**src/logic/supervisor_pkg.sv**
```systemverilog
// constants and types for the converter enable and fault supervisor
// Overview of operation
// RQ1 - enable high starts switching through soft-start
// RQ2 - enable low stops all switching
// RQ3 - enable low over 150 us clears latch
// RQ4 - valid enable toggle restarts with fresh soft-start
// RQ5 - power-good low only fault-free and in window
// RQ6 - input lockouts auto-recover, other protections latch
// RQ7 - latched trip stays off until reset/enable
// RQ8 - input below low fall level stops switching
// RQ9 - input reset level clears every stored protection
// RQ10 - input recovery soft-starts or waits per enable
// RQ11 - input overvoltage stops, recovery follows enable
// RQ12 - input overvoltage leaves latched state untouched
// RQ13 - feedback undervoltage stops switching, releases power-good
// RQ14 - undervoltage masked in soft-start, checked at end
// RQ15 - output undervoltage latches off until reset/toggle
// RQ16 - feedback overvoltage stops switching at once
// RQ17 - fail-safe 31 V overvoltage shuts down at once
// RQ18 - both overvoltage protections latch off
// RQ19 - overload handled by latching undervoltage trip
// RQ20 - over-temperature stops, releases power-good, latches
// RQ21 - temperature latch clears only after flag recovery
// RQ22 - 3 ms deglitch before first power-good
// RQ23 - bias not reached by timeout: safe shutdown; the default timeout outlasts the soft-start ramp, so it never trips
// RQ24 - synchronise inputs, count enable-low time
// RQ25 - power-good released outside normal operation
package supervisor_pkg;
   localparam int CLK_MHZ        = 100;    // pclk rate
   localparam int EN_LOW_US      = 150;    // least enable-low for a reset
   localparam int SS_STEP_US     = 128;    // one soft-start reference step
   localparam int SS_STEPS       = 7;      // steps in the soft-start ramp
   localparam int DEGLITCH_US    = 3000;   // settle time before power-good
   localparam int SS_TIMEOUT_US  = 1000;   // bias timeout; longer than the 896 us ramp, never reached
   localparam int EN_LOW_CYC     = EN_LOW_US * CLK_MHZ;
   localparam int SS_LEN_CYC     = SS_STEPS * SS_STEP_US * CLK_MHZ;
   localparam int DEGLITCH_CYC   = DEGLITCH_US * CLK_MHZ;
   localparam int SS_TIMEOUT_CYC = SS_TIMEOUT_US * CLK_MHZ;
   localparam int CNT_W          = 20;     // timer width, holds 3 ms

   // register byte offsets
   localparam logic [11:0] STATUS_OFS  = 12'h000;
   localparam logic [11:0] FLAGS_OFS   = 12'h004;
   localparam logic [11:0] CAUSE_OFS   = 12'h008;
   localparam logic [11:0] CONTROL_OFS = 12'h00C;
   localparam logic        HOLD_RST    = 1'b0;  // control reset value

   // synchronised flag positions
   localparam int F_EN = 0, F_RST = 1, F_ILOW = 2, F_IHIGH = 3;
   localparam int F_BIAS = 4, F_MLOW = 5, F_ALOW = 6, F_MHIGH = 7;
   localparam int F_AHIGH = 8, F_FS = 9, F_OTP = 10, F_OTS = 11;
   localparam int NFLAG = 12;

   // latch cause bit positions
   localparam int C_UVP = 0, C_OVP = 1, C_FS = 2, C_OT = 3, C_SST = 4;
   localparam int NCAUSE = 5;

   typedef enum logic [2:0] {
      ST_LOCKOUT, ST_DISABLED, ST_SOFT, ST_SETTLE, ST_NORMAL, ST_LATCHED
   } sup_state_t;
endpackage

```
**src/logic/converter_enable_fault_supervisor.sv**
```systemverilog
// enable, power-good and protection supervisor with apb status registers
`timescale 1ns/1ps
module converter_enable_fault_supervisor #(
   parameter int EN_LOW_CYC     = supervisor_pkg::EN_LOW_CYC,
   parameter int SS_LEN_CYC     = supervisor_pkg::SS_LEN_CYC,
   parameter int DEGLITCH_CYC   = supervisor_pkg::DEGLITCH_CYC,
   parameter int SS_TIMEOUT_CYC = supervisor_pkg::SS_TIMEOUT_CYC
) (
   input  wire logic        pclk,
   input  wire logic        presetn,
   input  wire logic        psel,
   input  wire logic        penable,
   input  wire logic        pwrite,
   input  wire logic [11:0] paddr,
   input  wire logic [31:0] pwdata,
   output logic      [31:0] prdata,
   output logic             pready,
   output logic             pslverr,
   input  wire logic        enable_input,
   input  wire logic        input_reset_level,
   input  wire logic        input_low_lockout,
   input  wire logic        input_high_lockout,
   input  wire logic        main_bias_ok,
   input  wire logic        main_low_trip,
   input  wire logic        aux_low_trip,
   input  wire logic        main_high_trip,
   input  wire logic        aux_high_trip,
   input  wire logic        failsafe_high_level,
   input  wire logic        primary_overtemp_flag,
   input  wire logic        secondary_overtemp_flag,
   output logic             switch_enable,
   output logic             soft_start_active,
   output logic             power_good_n_o,
   output logic             power_good_n_oe
);
   localparam int CW = supervisor_pkg::CNT_W;
   localparam logic [CW-1:0] EN_LOW_LIM = CW'(EN_LOW_CYC);
   localparam logic [CW-1:0] SS_LAST    = CW'(SS_LEN_CYC - 1);
   localparam logic [CW-1:0] DG_LAST    = CW'(DEGLITCH_CYC - 1);
   localparam logic [CW-1:0] SS_TO      = CW'(SS_TIMEOUT_CYC);

   // raw flag bundle, first and second synchroniser stages
   logic [supervisor_pkg::NFLAG-1:0] raw_flags;
   logic [supervisor_pkg::NFLAG-1:0] meta_ff;    // read only by sync_ff
   logic [supervisor_pkg::NFLAG-1:0] sync_ff;    // usable flags
   logic                             en_d_ff;    // enable one cycle ago

   // control state
   supervisor_pkg::sup_state_t state_ff, nxt_state;
   logic [CW-1:0]    cnt_ff, nxt_cnt;          // soft-start / settle timer
   logic [CW-1:0]    en_low_ff;                // enable-low duration
   logic             latched_ff, nxt_latched;  // latched-off protection
   logic [supervisor_pkg::NCAUSE-1:0] cause_ff, nxt_cause;
   logic             hold_ff;                  // software switching inhibit

   // output flops
   logic             sw_en_ff;
   logic             ss_ff;
   logic             pg_oe_ff;
   logic [31:0]      prdata_ff;
   logic             pready_ff;
   logic             pslverr_ff;

   // decoded helpers
   logic             en_s, rst_s, ilow_s, ihigh_s, bias_s;
   logic             mlow_s, alow_s, mhigh_s, ahigh_s, fs_s, ot_s;
   logic             running, toggle_ok, ss_end;
   logic [supervisor_pkg::NCAUSE-1:0] trips;
   logic             nxt_running;

   assign raw_flags = {secondary_overtemp_flag, primary_overtemp_flag,
                       failsafe_high_level, aux_high_trip, main_high_trip,
                       aux_low_trip, main_low_trip, main_bias_ok,
                       input_high_lockout, input_low_lockout,
                       input_reset_level, enable_input};

   // two-flop synchroniser on every pin flag [RQ24]
   always_ff @(posedge pclk or negedge presetn) begin
      if (!presetn) begin
         meta_ff <= '0;
         sync_ff <= '0;
      end else begin
         meta_ff <= raw_flags;
         sync_ff <= meta_ff;
      end
   end

   assign en_s    = sync_ff[supervisor_pkg::F_EN];
   assign rst_s   = sync_ff[supervisor_pkg::F_RST];
   assign ilow_s  = sync_ff[supervisor_pkg::F_ILOW];
   assign ihigh_s = sync_ff[supervisor_pkg::F_IHIGH];
   assign bias_s  = sync_ff[supervisor_pkg::F_BIAS];
   assign mlow_s  = sync_ff[supervisor_pkg::F_MLOW];
   assign alow_s  = sync_ff[supervisor_pkg::F_ALOW];
   assign mhigh_s = sync_ff[supervisor_pkg::F_MHIGH];
   assign ahigh_s = sync_ff[supervisor_pkg::F_AHIGH];
   assign fs_s    = sync_ff[supervisor_pkg::F_FS];
   assign ot_s    = sync_ff[supervisor_pkg::F_OTP] |
                    sync_ff[supervisor_pkg::F_OTS];

   // enable-low timer, saturates so a long low never wraps [RQ24] [RQ3]
   always_ff @(posedge pclk or negedge presetn) begin
      if (!presetn) begin
         en_d_ff   <= 1'b0;
         en_low_ff <= '0;
      end else begin
         en_d_ff <= en_s;
         if (en_s) begin
            en_low_ff <= en_low_ff;
         end else if (!en_d_ff && en_low_ff != EN_LOW_LIM) begin
            en_low_ff <= en_low_ff + CW'(1);
         end else if (en_d_ff) begin
            en_low_ff <= CW'(1);
         end
      end
   end

   // a rising enable after a long enough low counts as a latch reset [RQ3]
   assign toggle_ok = en_s && !en_d_ff && (en_low_ff >= EN_LOW_LIM);

   assign running = (state_ff == supervisor_pkg::ST_SOFT) ||
                    (state_ff == supervisor_pkg::ST_SETTLE) ||
                    (state_ff == supervisor_pkg::ST_NORMAL);
   assign ss_end  = (state_ff == supervisor_pkg::ST_SOFT) &&
                    (cnt_ff == SS_LAST);

   // protection trips; undervoltage masked while soft-start ramps
   always_comb begin
      trips = '0;
      // feedback undervoltage, also catches overload droop [RQ13] [RQ19]
      if (((state_ff == supervisor_pkg::ST_SETTLE ||
            state_ff == supervisor_pkg::ST_NORMAL) && (mlow_s || alow_s)) ||
          (ss_end && (mlow_s || alow_s))) begin
         trips[supervisor_pkg::C_UVP] = 1'b1;   // [RQ14] [RQ15]
      end
      // feedback overvoltage [RQ16]
      trips[supervisor_pkg::C_OVP] = running && (mhigh_s || ahigh_s);
      // fail-safe level ignores the feedback senses [RQ17]
      trips[supervisor_pkg::C_FS]  = running && fs_s;
      // either stage over temperature [RQ20]
      trips[supervisor_pkg::C_OT]  = running && ot_s;
      // bias not reached in time: safe shutdown [RQ23]
      trips[supervisor_pkg::C_SST] =
         (state_ff == supervisor_pkg::ST_SOFT) && !bias_s &&
         (cnt_ff >= SS_TO);
   end

   // mode sequencing and latch bookkeeping
   always_comb begin
      nxt_state   = state_ff;
      nxt_cnt     = cnt_ff;
      nxt_latched = latched_ff;
      nxt_cause   = cause_ff;
      if (rst_s) begin
         // reset level wipes every stored protection [RQ9]
         nxt_latched = 1'b0;
         nxt_cause   = '0;
         nxt_state   = supervisor_pkg::ST_LOCKOUT;
         nxt_cnt     = '0;
      end else begin
         // latch release needs the temperature flag to have recovered
         if (toggle_ok && latched_ff && !ot_s) begin   // [RQ4] [RQ21]
            nxt_latched = 1'b0;
            nxt_cause   = '0;
         end
         // any non-input protection latches; a new trip wins over a clear
         if (|trips) begin                             // [RQ6] [RQ18]
            nxt_latched = 1'b1;
            nxt_cause   = nxt_cause | trips;
         end
         if (ilow_s || ihigh_s) begin
            // auto-recovery lockout, latch untouched [RQ8] [RQ11] [RQ12]
            nxt_state = supervisor_pkg::ST_LOCKOUT;
            nxt_cnt   = '0;
         end else if (nxt_latched) begin
            // stays off until reset level or valid toggle [RQ7]
            nxt_state = supervisor_pkg::ST_LATCHED;
            nxt_cnt   = '0;
         end else if (!en_s || hold_ff) begin
            // enable low turns the converter off [RQ2] [RQ10]
            nxt_state = supervisor_pkg::ST_DISABLED;
            nxt_cnt   = '0;
         end else begin
            case (state_ff)
               supervisor_pkg::ST_SOFT: begin
                  nxt_cnt = cnt_ff + CW'(1);
                  if (ss_end) begin
                     nxt_state = supervisor_pkg::ST_SETTLE;
                     nxt_cnt   = '0;
                  end
               end
               supervisor_pkg::ST_SETTLE: begin
                  // deglitch only before the first power-good [RQ22]
                  nxt_cnt = cnt_ff + CW'(1);
                  if (cnt_ff == DG_LAST) begin
                     nxt_state = supervisor_pkg::ST_NORMAL;
                     nxt_cnt   = '0;
                  end
               end
               supervisor_pkg::ST_NORMAL: begin
                  nxt_state = supervisor_pkg::ST_NORMAL;
               end
               default: begin
                  // enable high from any off state starts soft-start [RQ1]
                  nxt_state = supervisor_pkg::ST_SOFT;     // [RQ10] [RQ11]
                  nxt_cnt   = '0;
               end
            endcase
         end
      end
   end

   assign nxt_running = (nxt_state == supervisor_pkg::ST_SOFT) ||
                        (nxt_state == supervisor_pkg::ST_SETTLE) ||
                        (nxt_state == supervisor_pkg::ST_NORMAL);

   // state, timer and latch registers
   always_ff @(posedge pclk or negedge presetn) begin
      if (!presetn) begin
         state_ff   <= supervisor_pkg::ST_LOCKOUT;
         cnt_ff     <= '0;
         latched_ff <= 1'b0;
         cause_ff   <= '0;
      end else begin
         state_ff   <= nxt_state;
         cnt_ff     <= nxt_cnt;
         latched_ff <= nxt_latched;
         cause_ff   <= nxt_cause;
      end
   end

   // pin outputs follow the next state so they align with state_ff
   always_ff @(posedge pclk or negedge presetn) begin
      if (!presetn) begin
         sw_en_ff <= 1'b0;
         ss_ff    <= 1'b0;
         pg_oe_ff <= 1'b0;
      end else begin
         sw_en_ff <= nxt_running;                          // [RQ1] [RQ2]
         ss_ff    <= (nxt_state == supervisor_pkg::ST_SOFT);
         // pull low only in normal mode, in window, no fault [RQ5] [RQ25]
         pg_oe_ff <= (nxt_state == supervisor_pkg::ST_NORMAL) &&
                     !mlow_s && !alow_s && !mhigh_s && !ahigh_s &&
                     !fs_s && !ot_s;
      end
   end

   // apb slave: answer one cycle into the access phase
   always_ff @(posedge pclk or negedge presetn) begin
      if (!presetn) begin
         pready_ff  <= 1'b0;
         pslverr_ff <= 1'b0;
         prdata_ff  <= '0;
         hold_ff    <= supervisor_pkg::HOLD_RST;
      end else begin
         pready_ff  <= psel && penable && !pready_ff;
         pslverr_ff <= 1'b0;
         prdata_ff  <= '0;
         if (psel && penable && !pready_ff) begin
            case (paddr)
               supervisor_pkg::STATUS_OFS:
                  prdata_ff <= {26'h0000000, en_s, latched_ff,
                                1'b0, state_ff};
               supervisor_pkg::FLAGS_OFS:
                  prdata_ff <= {20'h00000, sync_ff};
               supervisor_pkg::CAUSE_OFS:
                  prdata_ff <= {27'h0000000, cause_ff};
               supervisor_pkg::CONTROL_OFS: begin
                  prdata_ff <= {31'h00000000, hold_ff};
                  if (pwrite) begin
                     hold_ff <= pwdata[0];
                  end
               end
               default: pslverr_ff <= 1'b1;   // unmapped address
            endcase
         end
      end
   end

   assign prdata            = prdata_ff;
   assign pready            = pready_ff;
   assign pslverr           = pslverr_ff;
   assign switch_enable     = sw_en_ff;
   assign soft_start_active = ss_ff;
   assign power_good_n_o    = 1'b0 & pg_oe_ff;   // open drain: drives low
   assign power_good_n_oe   = pg_oe_ff;
endmodule // converter_enable_fault_supervisor

```
**config.mk**
```make
export PLATFORM = sky130hd
export DESIGN_NAME = converter_enable_fault_supervisor
export DESIGN_NICKNAME = d
export VERILOG_FILES = /design/src/logic/supervisor_pkg.sv /design/src/logic/converter_enable_fault_supervisor.sv
export SDC_FILE = /design/constraint.sdc
export NUM_CORES = 1
export LEC_CHECK = 0
export ABC_AREA = 0
export BUFFER_PORTS_ARGS = -buffer_cell sky130_fd_sc_hd__buf_2
export CORE_ASPECT_RATIO = 1.2
export CORE_UTILIZATION = 39
export CTS_CLUSTER_SIZE = 30
export DETAILED_ROUTE_END_ITERATION = 16
export GPL_TIMING_DRIVEN = 0
export PLACE_DENSITY = 0.6
export SYNTH_ARGS = -nofsm -noshare
export SYNTH_HDL_FRONTEND = slang
export SYNTH_SLANG_ARGS = --single-unit
```
**constraint.sdc**
```tcl
create_clock -name pclk -period 4.6 [get_ports pclk]
set_input_delay 0 -clock pclk [delete_from_list [all_inputs] [get_ports pclk]]
set_output_delay 0 -clock pclk [all_outputs]
set_load 0.05 [all_outputs]
```
---- Yosys cells after proc, flatten, opt, wreduce, memory -nomap -nowiden ----
Cells that the tools add are included.
operators by class
  add/sub/neg operators ................... 2
  eq/ne operators ......................... 13
  reductions and logical operators ........ 47
  $lt $le $gt $ge ......................... 2
  bitwise gates (word level) .............. 3
  mux-type cells .......................... 29
operators with widths
  kind                                                                 number
  two-way mux 20 bit                                                   8
  one-hot mux 20 bit (3 select lines)                                  1
  one-hot mux 12 bit (4 select lines)                                  1
  adder 20 x 1 -> 20 bit, second input constant                        2
  two-way mux 32 bit                                                   1
  equality test 12 x 4 -> 1 bit, second input constant                 2
  logical AND 1 bit                                                    21
  equality test 20 x 17 -> 1 bit, second input constant                1
  equality test 20 x 19 -> 1 bit, second input constant                1
  greater-or-equal comparator 20 x 14 -> 1 bit, second input constant  1
  greater-or-equal comparator 20 x 17 -> 1 bit, second input constant  1
  two-way mux 5 bit                                                    4
  != test 20 x 14 -> 1 bit, second input constant                      1
  two-way mux 3 bit                                                    6
  equality test 12 x 3 -> 1 bit, second input constant                 1
  equality test 3 x 2 -> 1 bit, second input constant                  4
  zero test 12 bit                                                     1
  zero test 1 bit                                                      10
  logical OR 1 bit                                                     10
  one-hot mux 3 bit (3 select lines)                                   1
  two-way mux 1 bit                                                    7
  equality test 3 bit, second input constant                           2
  != test 5 x 2 -> 1 bit, second input constant                        1
  bitwise OR 5 bit                                                     1
  other kinds (7)                                                      7
word-level totals
  flip-flop bits (word level) ............. 112
  output and inout port bits .............. 38
  bits of input ports ..................... 61
  word-level logic and storage cells ...... 111

---- Depth between registers and ports, before layout ----
Gate-level depths: netlist of run 1.
  depth after elaboration ................. 18
  mapped depth ............................ 9
  mapped depth without buffers ............ 8

---- Worst setup path before layout of run 1 ----
No wires, ideal clock.
  kind .................................... register to register
  start ................................... register cnt_ff[0]
  end ..................................... register cnt_ff[13]
  stages on the path, launching flop included .. 10
  arrival ................................. 1.982 ns
  slack ................................... 2.519 ns
  period minus slack after synthesis ...... 2.081 ns
  required time ........................... 4.501 ns
  path through ............................ dfrtp_1 -> ha_1 -> nand4_1 -> nor3_1 -> and4_1 -> buf_2 -> nor2_2 -> clkbuf_1 -> nand2_1 -> a311oi_1
on the way
  cells in the longest elaborated chain, start to end .. 11
  elaborated cells on any way between the ends .. 20
ends and longest elaborated chain
  what                                                             line                                      text
  from (decl)                                                      converter_enable_fault_supervisor.sv:50   logic [CW-1:0] cnt_ff, nxt_cnt;
  from (signal assigned)                                           converter_enable_fault_supervisor.sv:226  cnt_ff <= nxt_cnt;
  branches (longest 11 deep; another with adder 20 x 1 -> 20 bit)  -
Parallel ways; which one is timed is not known. The select of a mux whose other input is x is not followed.
A chain may end at the register's enable or synchronous reset.

---- Final worst setup path of run 1 ----
  start ................................... register cnt_ff[1]
  end ..................................... register cnt_ff[16]
The elaborated chain is that of the path after synthesis.

==> flow_metrics.tcl, run 1 <==
set metrics [dict create \
    max_stage_delay_ps 450 \
    io_pins 99 \
    crit_path_end "cnt_ff[16]" \
    relSlewSlack_pct 31.6 \
    crit_type "register to register" \
    drtAntennaViolNets 0 \
    fin_hold_ws_ps 104 \
    rsz0062_at_grt "no" \
    finalCritPeriodShare_pct 57.3 \
    diodes 0 \
    timing.final.max_slew_violations 0 \
    finClkSkew_ps 8.29 \
    post-place-ws_ps 2010 \
    syn_avg_cell_area_um2 10.1 \
    drtIter0Drc 151 \
    status "finished clean" \
    tns_ps 0 \
    yosys-mux-area-fraction_pct 2.11 \
    tritoncts "built" \
    maxCapViolations 0 \
    core_um2 11100 \
    vdd_drop_max_uv 196 \
    synth_cell_types 69 \
    yosys-top-cells-count "92 x dfrtp_1, 43 x nor2_1, 39 x nand2_1" \
    fmax_mhz 380 \
    finish.net_count 606 \
    synth_compound_area_share_pct 12.8 \
    area_delta_synth_final_pct 22.2 \
    critPathLaunchType "register" \
    hold_viol 0 \
    crit_chain "ha_1, nand4_1, nor3_1, and4_1, buf_2, nor2_2, clkbuf_1, nand2_1, a311oi_1" \
    grt_antenna_before_repair 0 \
    arrival_ps 2880 \
    leakagePower_uw 0.00248 \
    die_x_um 100 \
    synth_edf_count 0 \
    tightest_slew_ps 1020 \
    synth_top_area_share_pct 51.0 \
    worstPathRequired_ps 4850 \
    r2r_cells 9 \
    synth-simple-area-share_pct 24.1 \
    gp_congestion 0.932 \
    cts_made_buffers 9 \
    synthesis.area_um2 4510 \
    drt-pass1-iter-count 5 \
    yosysTopAreaCell "dfrtp_1" \
    period_minus_slack_ps 2630 \
    cts_buffer_depth 2 \
    reg2reg_to "cnt_ff[16]" \
    critPathSlowestCell "clkbuf_1" \
    drt_wl_total_um 10300 \
    vias 3604 \
    hold_class "primary input to register" \
    yosysMostFrequentCell "dfrtp_1" \
    synthFlopType "dfrtp_1" \
    dp.final_hpwl_um 7390 \
    dieArea_um2 12000 \
    async_flop_share_pct 100 \
    grt_overflow 0 \
    synth_xor_area_share_pct 2.14 \
    r2r_slack_ps 1970 \
    dpl.cell_count 665 \
    root_buffer "clkbuf_16" \
    post_cts_buffers 0 \
    clock_latency_ps 350 \
    clkTransAtPathRegs_ps 70 \
    ys_warn_count 0 \
    synth-adder-area-share_pct 1.11 \
    end_kind "register" \
    drc_errors 0 \
    synthTopCellsByArea "dfrtp_1 51%, buf_4 3.7%, nor2_1 3.6%, nand2_1 3.2%, a21oi_1 2.4%" \
    p_per_area_nw_per_um2 323 \
    h-tree-depth 3 \
    numClockSinks 92 \
    fin_util_pct 49.5 \
    grt_pass1_vias 3490 \
    routed_via_density 5.15 \
    setup_ws_ps 1970 \
    grt_use_total_pct 18.3 \
    ys_seq_area_share_pct 51.0 \
    netlist_instances 446 \
    finalNonFillerCells 700 \
    r2r-start "cnt_ff[1]" \
    drive_gt1_share_pct 21.1 \
    start_util_pct 40.5 \
    routedWlPerCell_um 14.6 \
    worstPathMaxFanout 10 \
    grt_pass1_wl_um 17100 \
    port_buffers 44 \
    fp.dieH_um 120 \
    yosys_register_bits 92 \
    grt_max_degree 49 \
    critPathLaunch "cnt_ff[1]" \
    synth_top_family_by_area "simple AND/OR/NAND/NOR gates" \
    row_count 42 \
    setup_violations 0 \
]
registers in the layout (all words and copies together), names as in the netlist, 3 cells and up:
signal,count
cause_ff,5
cnt_ff,20
en_low_ff,20
meta_ff,12
prdata,12
state_ff,3
sync_ff,12
cell families after synthesis:
group                    Yosys count
AO/OA/AOI/OAI                     82
XOR/XNOR                          11
adder cells (fa/ha/maj)            4
buffers and inverters             52
flip-flops                        92
multiplexers                       8
other                              1
AND/OR/NAND/NOR                  196
critical path, delay by kind of cell (launching register included):
kind,cells,cell delay (ps)
simple gates,5,940
flops,1,420
compound gates,1,280
fa+ha+maj,1,250
buf+inv,2,630
report_power, final:
| group | internal [uW] | switching (uW) |
|---|---|---|
| Sequential | 832 | 21.7 |
| Combinational | 69.5 | 123 |
| Clock | 421 | 315 |
how the worst min path moves through the flow:
| stage | cells after the start | slack, ps | start | endpoint |
|---|---|---|---|---|
| 2_1_floorplan | 0 | -300 | presetn | cause_ff[0] |
| 3_3_place_gp | 1 | 110 | main_bias_ok | meta_ff[4] |
| 3_5_place_dp | 1 | 40 | presetn | en_low_ff[14] |
| 4_1_cts | 4 | 100 | pwrite | hold_ff |
| 5_1_grt | 4 | 120 | pwrite | hold_ff |
| 6_report | 4 | 100 | pwrite | hold_ff |
cell type report:
cell class              instances  area [um^2]
inverters                      13         48.8
clock inverters                 6         63.8
multi-input cells             322         1980
fillers                      1073         5630
flip-flops and latches         92         2300
well taps                     154          193
repair buffers                 64          440
plain buffers                  39          253
clock buffers                  10          229
per-layer routing:
layer	wire length, um	GRT usage (%)
met5	0	0
met2	5310	30.6
met3	350	3.73
met4	136	7.07
met1	4450	23.2
placed cells by master, fill, tap and decap left out, types with 12 or more instances in the layout:
cell	n
dfrtp_1	92
buf_2	50
nor2_1	43
nand2_1	39
buf_4	23
nor3_1	22
a21oi_1	22
conb_1	21
dlygate4sd3_1	19
o21ai_0	15
nand3_1	13
inv_1	12
or3_1	12
timing repair:
action | 4_1_cts | 5_1_grt
hold buffers | 19 | 0
endpoints found under the hold margin | 60 | 0
resized for setup | 0 | 0
through the flow:
stage                     instance area (um^2)  total power [uW]
after floorplan                           4590               991
after global placement                    5000              1040
after global routing                      5510              1860
after CTS                                 5510              1800
after detailed placement                  5030              1050
final                                     5510              1780
(Power assumes the default switching activity.)
==> inputs of run 2 (changes only) <==
==> constraint.sdc (replaced) <==
create_clock -name pclk -period 2.6 [get_ports pclk]
set_input_delay 0 -clock pclk [delete_from_list [all_inputs] [get_ports pclk]]
set_output_delay 0 -clock pclk [all_outputs]
set_load 0.05 [all_outputs]
==> run 2 against run 1 <==
  * Hold slack got worse by 2.2 ps
  * Setup slack got worse by 1800 ps
  * Sequential power rose by 77%
  * Total power rose by 77%
  * Utilization rose by 0.24 points
  * Via count rose by 1.4%
  * First-iteration DRC count rose by 2.6%
  * Combinational power rose by 78%
  * Cell count rose by 0.29%
  * Flip-flop and latch count did not move
  * Largest power group unchanged
==> flow_metrics.tcl, run 2 (synthesis results as in run 1) <==
set metrics [dict create \
    fp.dieH_um 120 \
    vias 3656 \
    vdd_drop_max_uv 348 \
    tightest_slew_ps 1010 \
    root_buffer "clkbuf_16" \
    gp_congestion 0.932 \
    routed_via_density 5.21 \
    dp.final_hpwl_um 7390 \
    maxCapViolations 0 \
    period_minus_slack_ps 2390 \
    end_kind "register" \
    drt_wl_total_um 10300 \
    area_delta_synth_final_pct 22.8 \
    worstPathRequired_ps 2830 \
    grt_overflow 0 \
    layout_commonest_cell "dfrtp_1" \
    worstPathMaxFanout 9 \
    start_util_pct 40.5 \
    timing.final.max_slew_violations 0 \
    tns_ps 0 \
    finish.instance_area_um2 5540 \
    io_pins 99 \
    place_area_um2 5030 \
    setup_violations 0 \
    reg_top3 "cnt_ff: 20 flops, en_low_ff: 20 flops" \
    leakagePower_uw 0.00249 \
    grt_use_total_pct 18.3 \
    relSlewSlack_pct 32.7 \
    clkTransAtPathRegs_ps 60 \
    finClkSkew_ps 8.47 \
    p_per_area_nw_per_um2 569 \
    grt_pass1_vias 3490 \
    dieArea_um2 12000 \
    port_buffers 44 \
    layout_common_cells "92 x dfrtp_1, 50 x buf_2, 43 x nor2_1, 39 x nand2_1, 25 x buf_4" \
    drtAntennaViolNets 0 \
    fin_hold_ws_ps 102 \
    numClockSinks 92 \
    grt_antenna_before_repair 0 \
    core_um2 11100 \
    h-tree-depth 3 \
    post-place-ws_ps 6.17 \
    drtIter0Drc 155 \
    status "finished clean" \
    drt-pass1-iter-count 5 \
    hold_class "primary input to register" \
    finalCritPeriodShare_pct 92.1 \
    setup_ws_ps 206 \
    fmax_mhz 418 \
    routedWlPerCell_um 14.6 \
    cts_buffer_depth 2 \
    rsz0062_at_grt "no" \
    clock_latency_ps 350 \
    drc_errors 0 \
    diodes 0 \
    grt_pass1_wl_um 17100 \
    arrival_ps 2630 \
    finish.net_count 608 \
    row_count 42 \
    crit_type "register to register" \
    cts_made_buffers 9 \
    drive_gt1_share_pct 21.7 \
    critPathLaunchType "register" \
    hold_viol 0 \
    grt_max_degree 49 \
    fin_util_pct 49.7 \
    die_x_um 100 \
    tritoncts "built" \
]
==> run 2: changes by cell type in the layout (fill, tap and decap cells not counted) <==
cell / previous run / this run
nor2_4: 1 / 2
buf_4: 23 / 25
clkbuf_2: 0 / 1
nor3_1: 22 / 21
nor2_2: 2 / 1
clkbuf_1: 9 / 8
nor3_2: 0 / 1
==> run 2: worst max-delay path, stage by stage (launching register included) <==
cell      delay, ps
dfrtp_1         350
buf_2           160
nor4bb_1        430
nand4b_1        260
o31ai_4         410
or2_1           150
buf_4           180
a21oi_1          60
o221a_2         280
==> run 2: final timing paths <==
| check | slack (ps) | cells after the start | end | from |
|---|---|---|---|---|
| min | 100 | 4 | hold_ff | pwrite |
| max in group asynchronous | 1760 | 3 | cnt_ff[18] | presetn |
| max | 210 | 8 | cnt_ff[11] | cnt_ff[16] |
| min reg2reg | 350 | 0 | sync_ff[7] | meta_ff[7] |
| min in group asynchronous | 200 | 2 | en_low_ff[14] | presetn |
| max reg2reg | 210 | 8 | cnt_ff[11] | cnt_ff[16] |
==> run 2: cell type report <==
type / count / area [um^2]
plain buffers: 39 / 254
multi-input cells: 322 / 1990
clock inverters: 6 / 63.8
clock buffers: 10 / 229
well taps: 154 / 193
inverters: 13 / 48.8
flip-flops and latches: 92 / 2300
repair buffers: 66 / 455
fillers: 1070 / 5600
==> run 2: power breakdown <==
part | switching (uW) | leakage (uW) | total, uW | internal, uW
sequential | 38.3 | 0.00122 | 1510 | 1470
clock | 554 | 0.000139 | 1300 | 745
combinational | 217 | 0.00113 | 342 | 125
total | 810 | 0.00249 | 3150 | 2340
==> run 2: through the flow <==
stage          power [uW]  cells
2_1_floorplan        1750    466
3_3_place_gp         1850    664
3_5_place_dp         1860    665
4_1_cts              3190    700
5_1_grt              3290    702
6_report             3150    702
==> run 2: repair_timing <==
item                       4_1_cts  5_1_grt
pin swaps                        0        1
hold endpoints to repair        60        0
setup endpoints to repair        2        7
hold buffers                    19        0
setup buffers                    0        2
resized for setup                1        2
==> run 2: per-layer routing <==
| metal | track usage, % | wire (um) | share of wire, % | vias up |
|---|---|---|---|---|
| met4 | 7.07 | 185 | 1.8 | 0 |
| met3 | 3.73 | 437 | 4.3 | 12 |
| met5 | 0 | 0 | 0 | - |
| li1 | - | - | - | 1753 |
| met2 | 30.6 | 5230 | 51 | 96 |
| met1 | 23.2 | 4400 | 43 | 1795 |
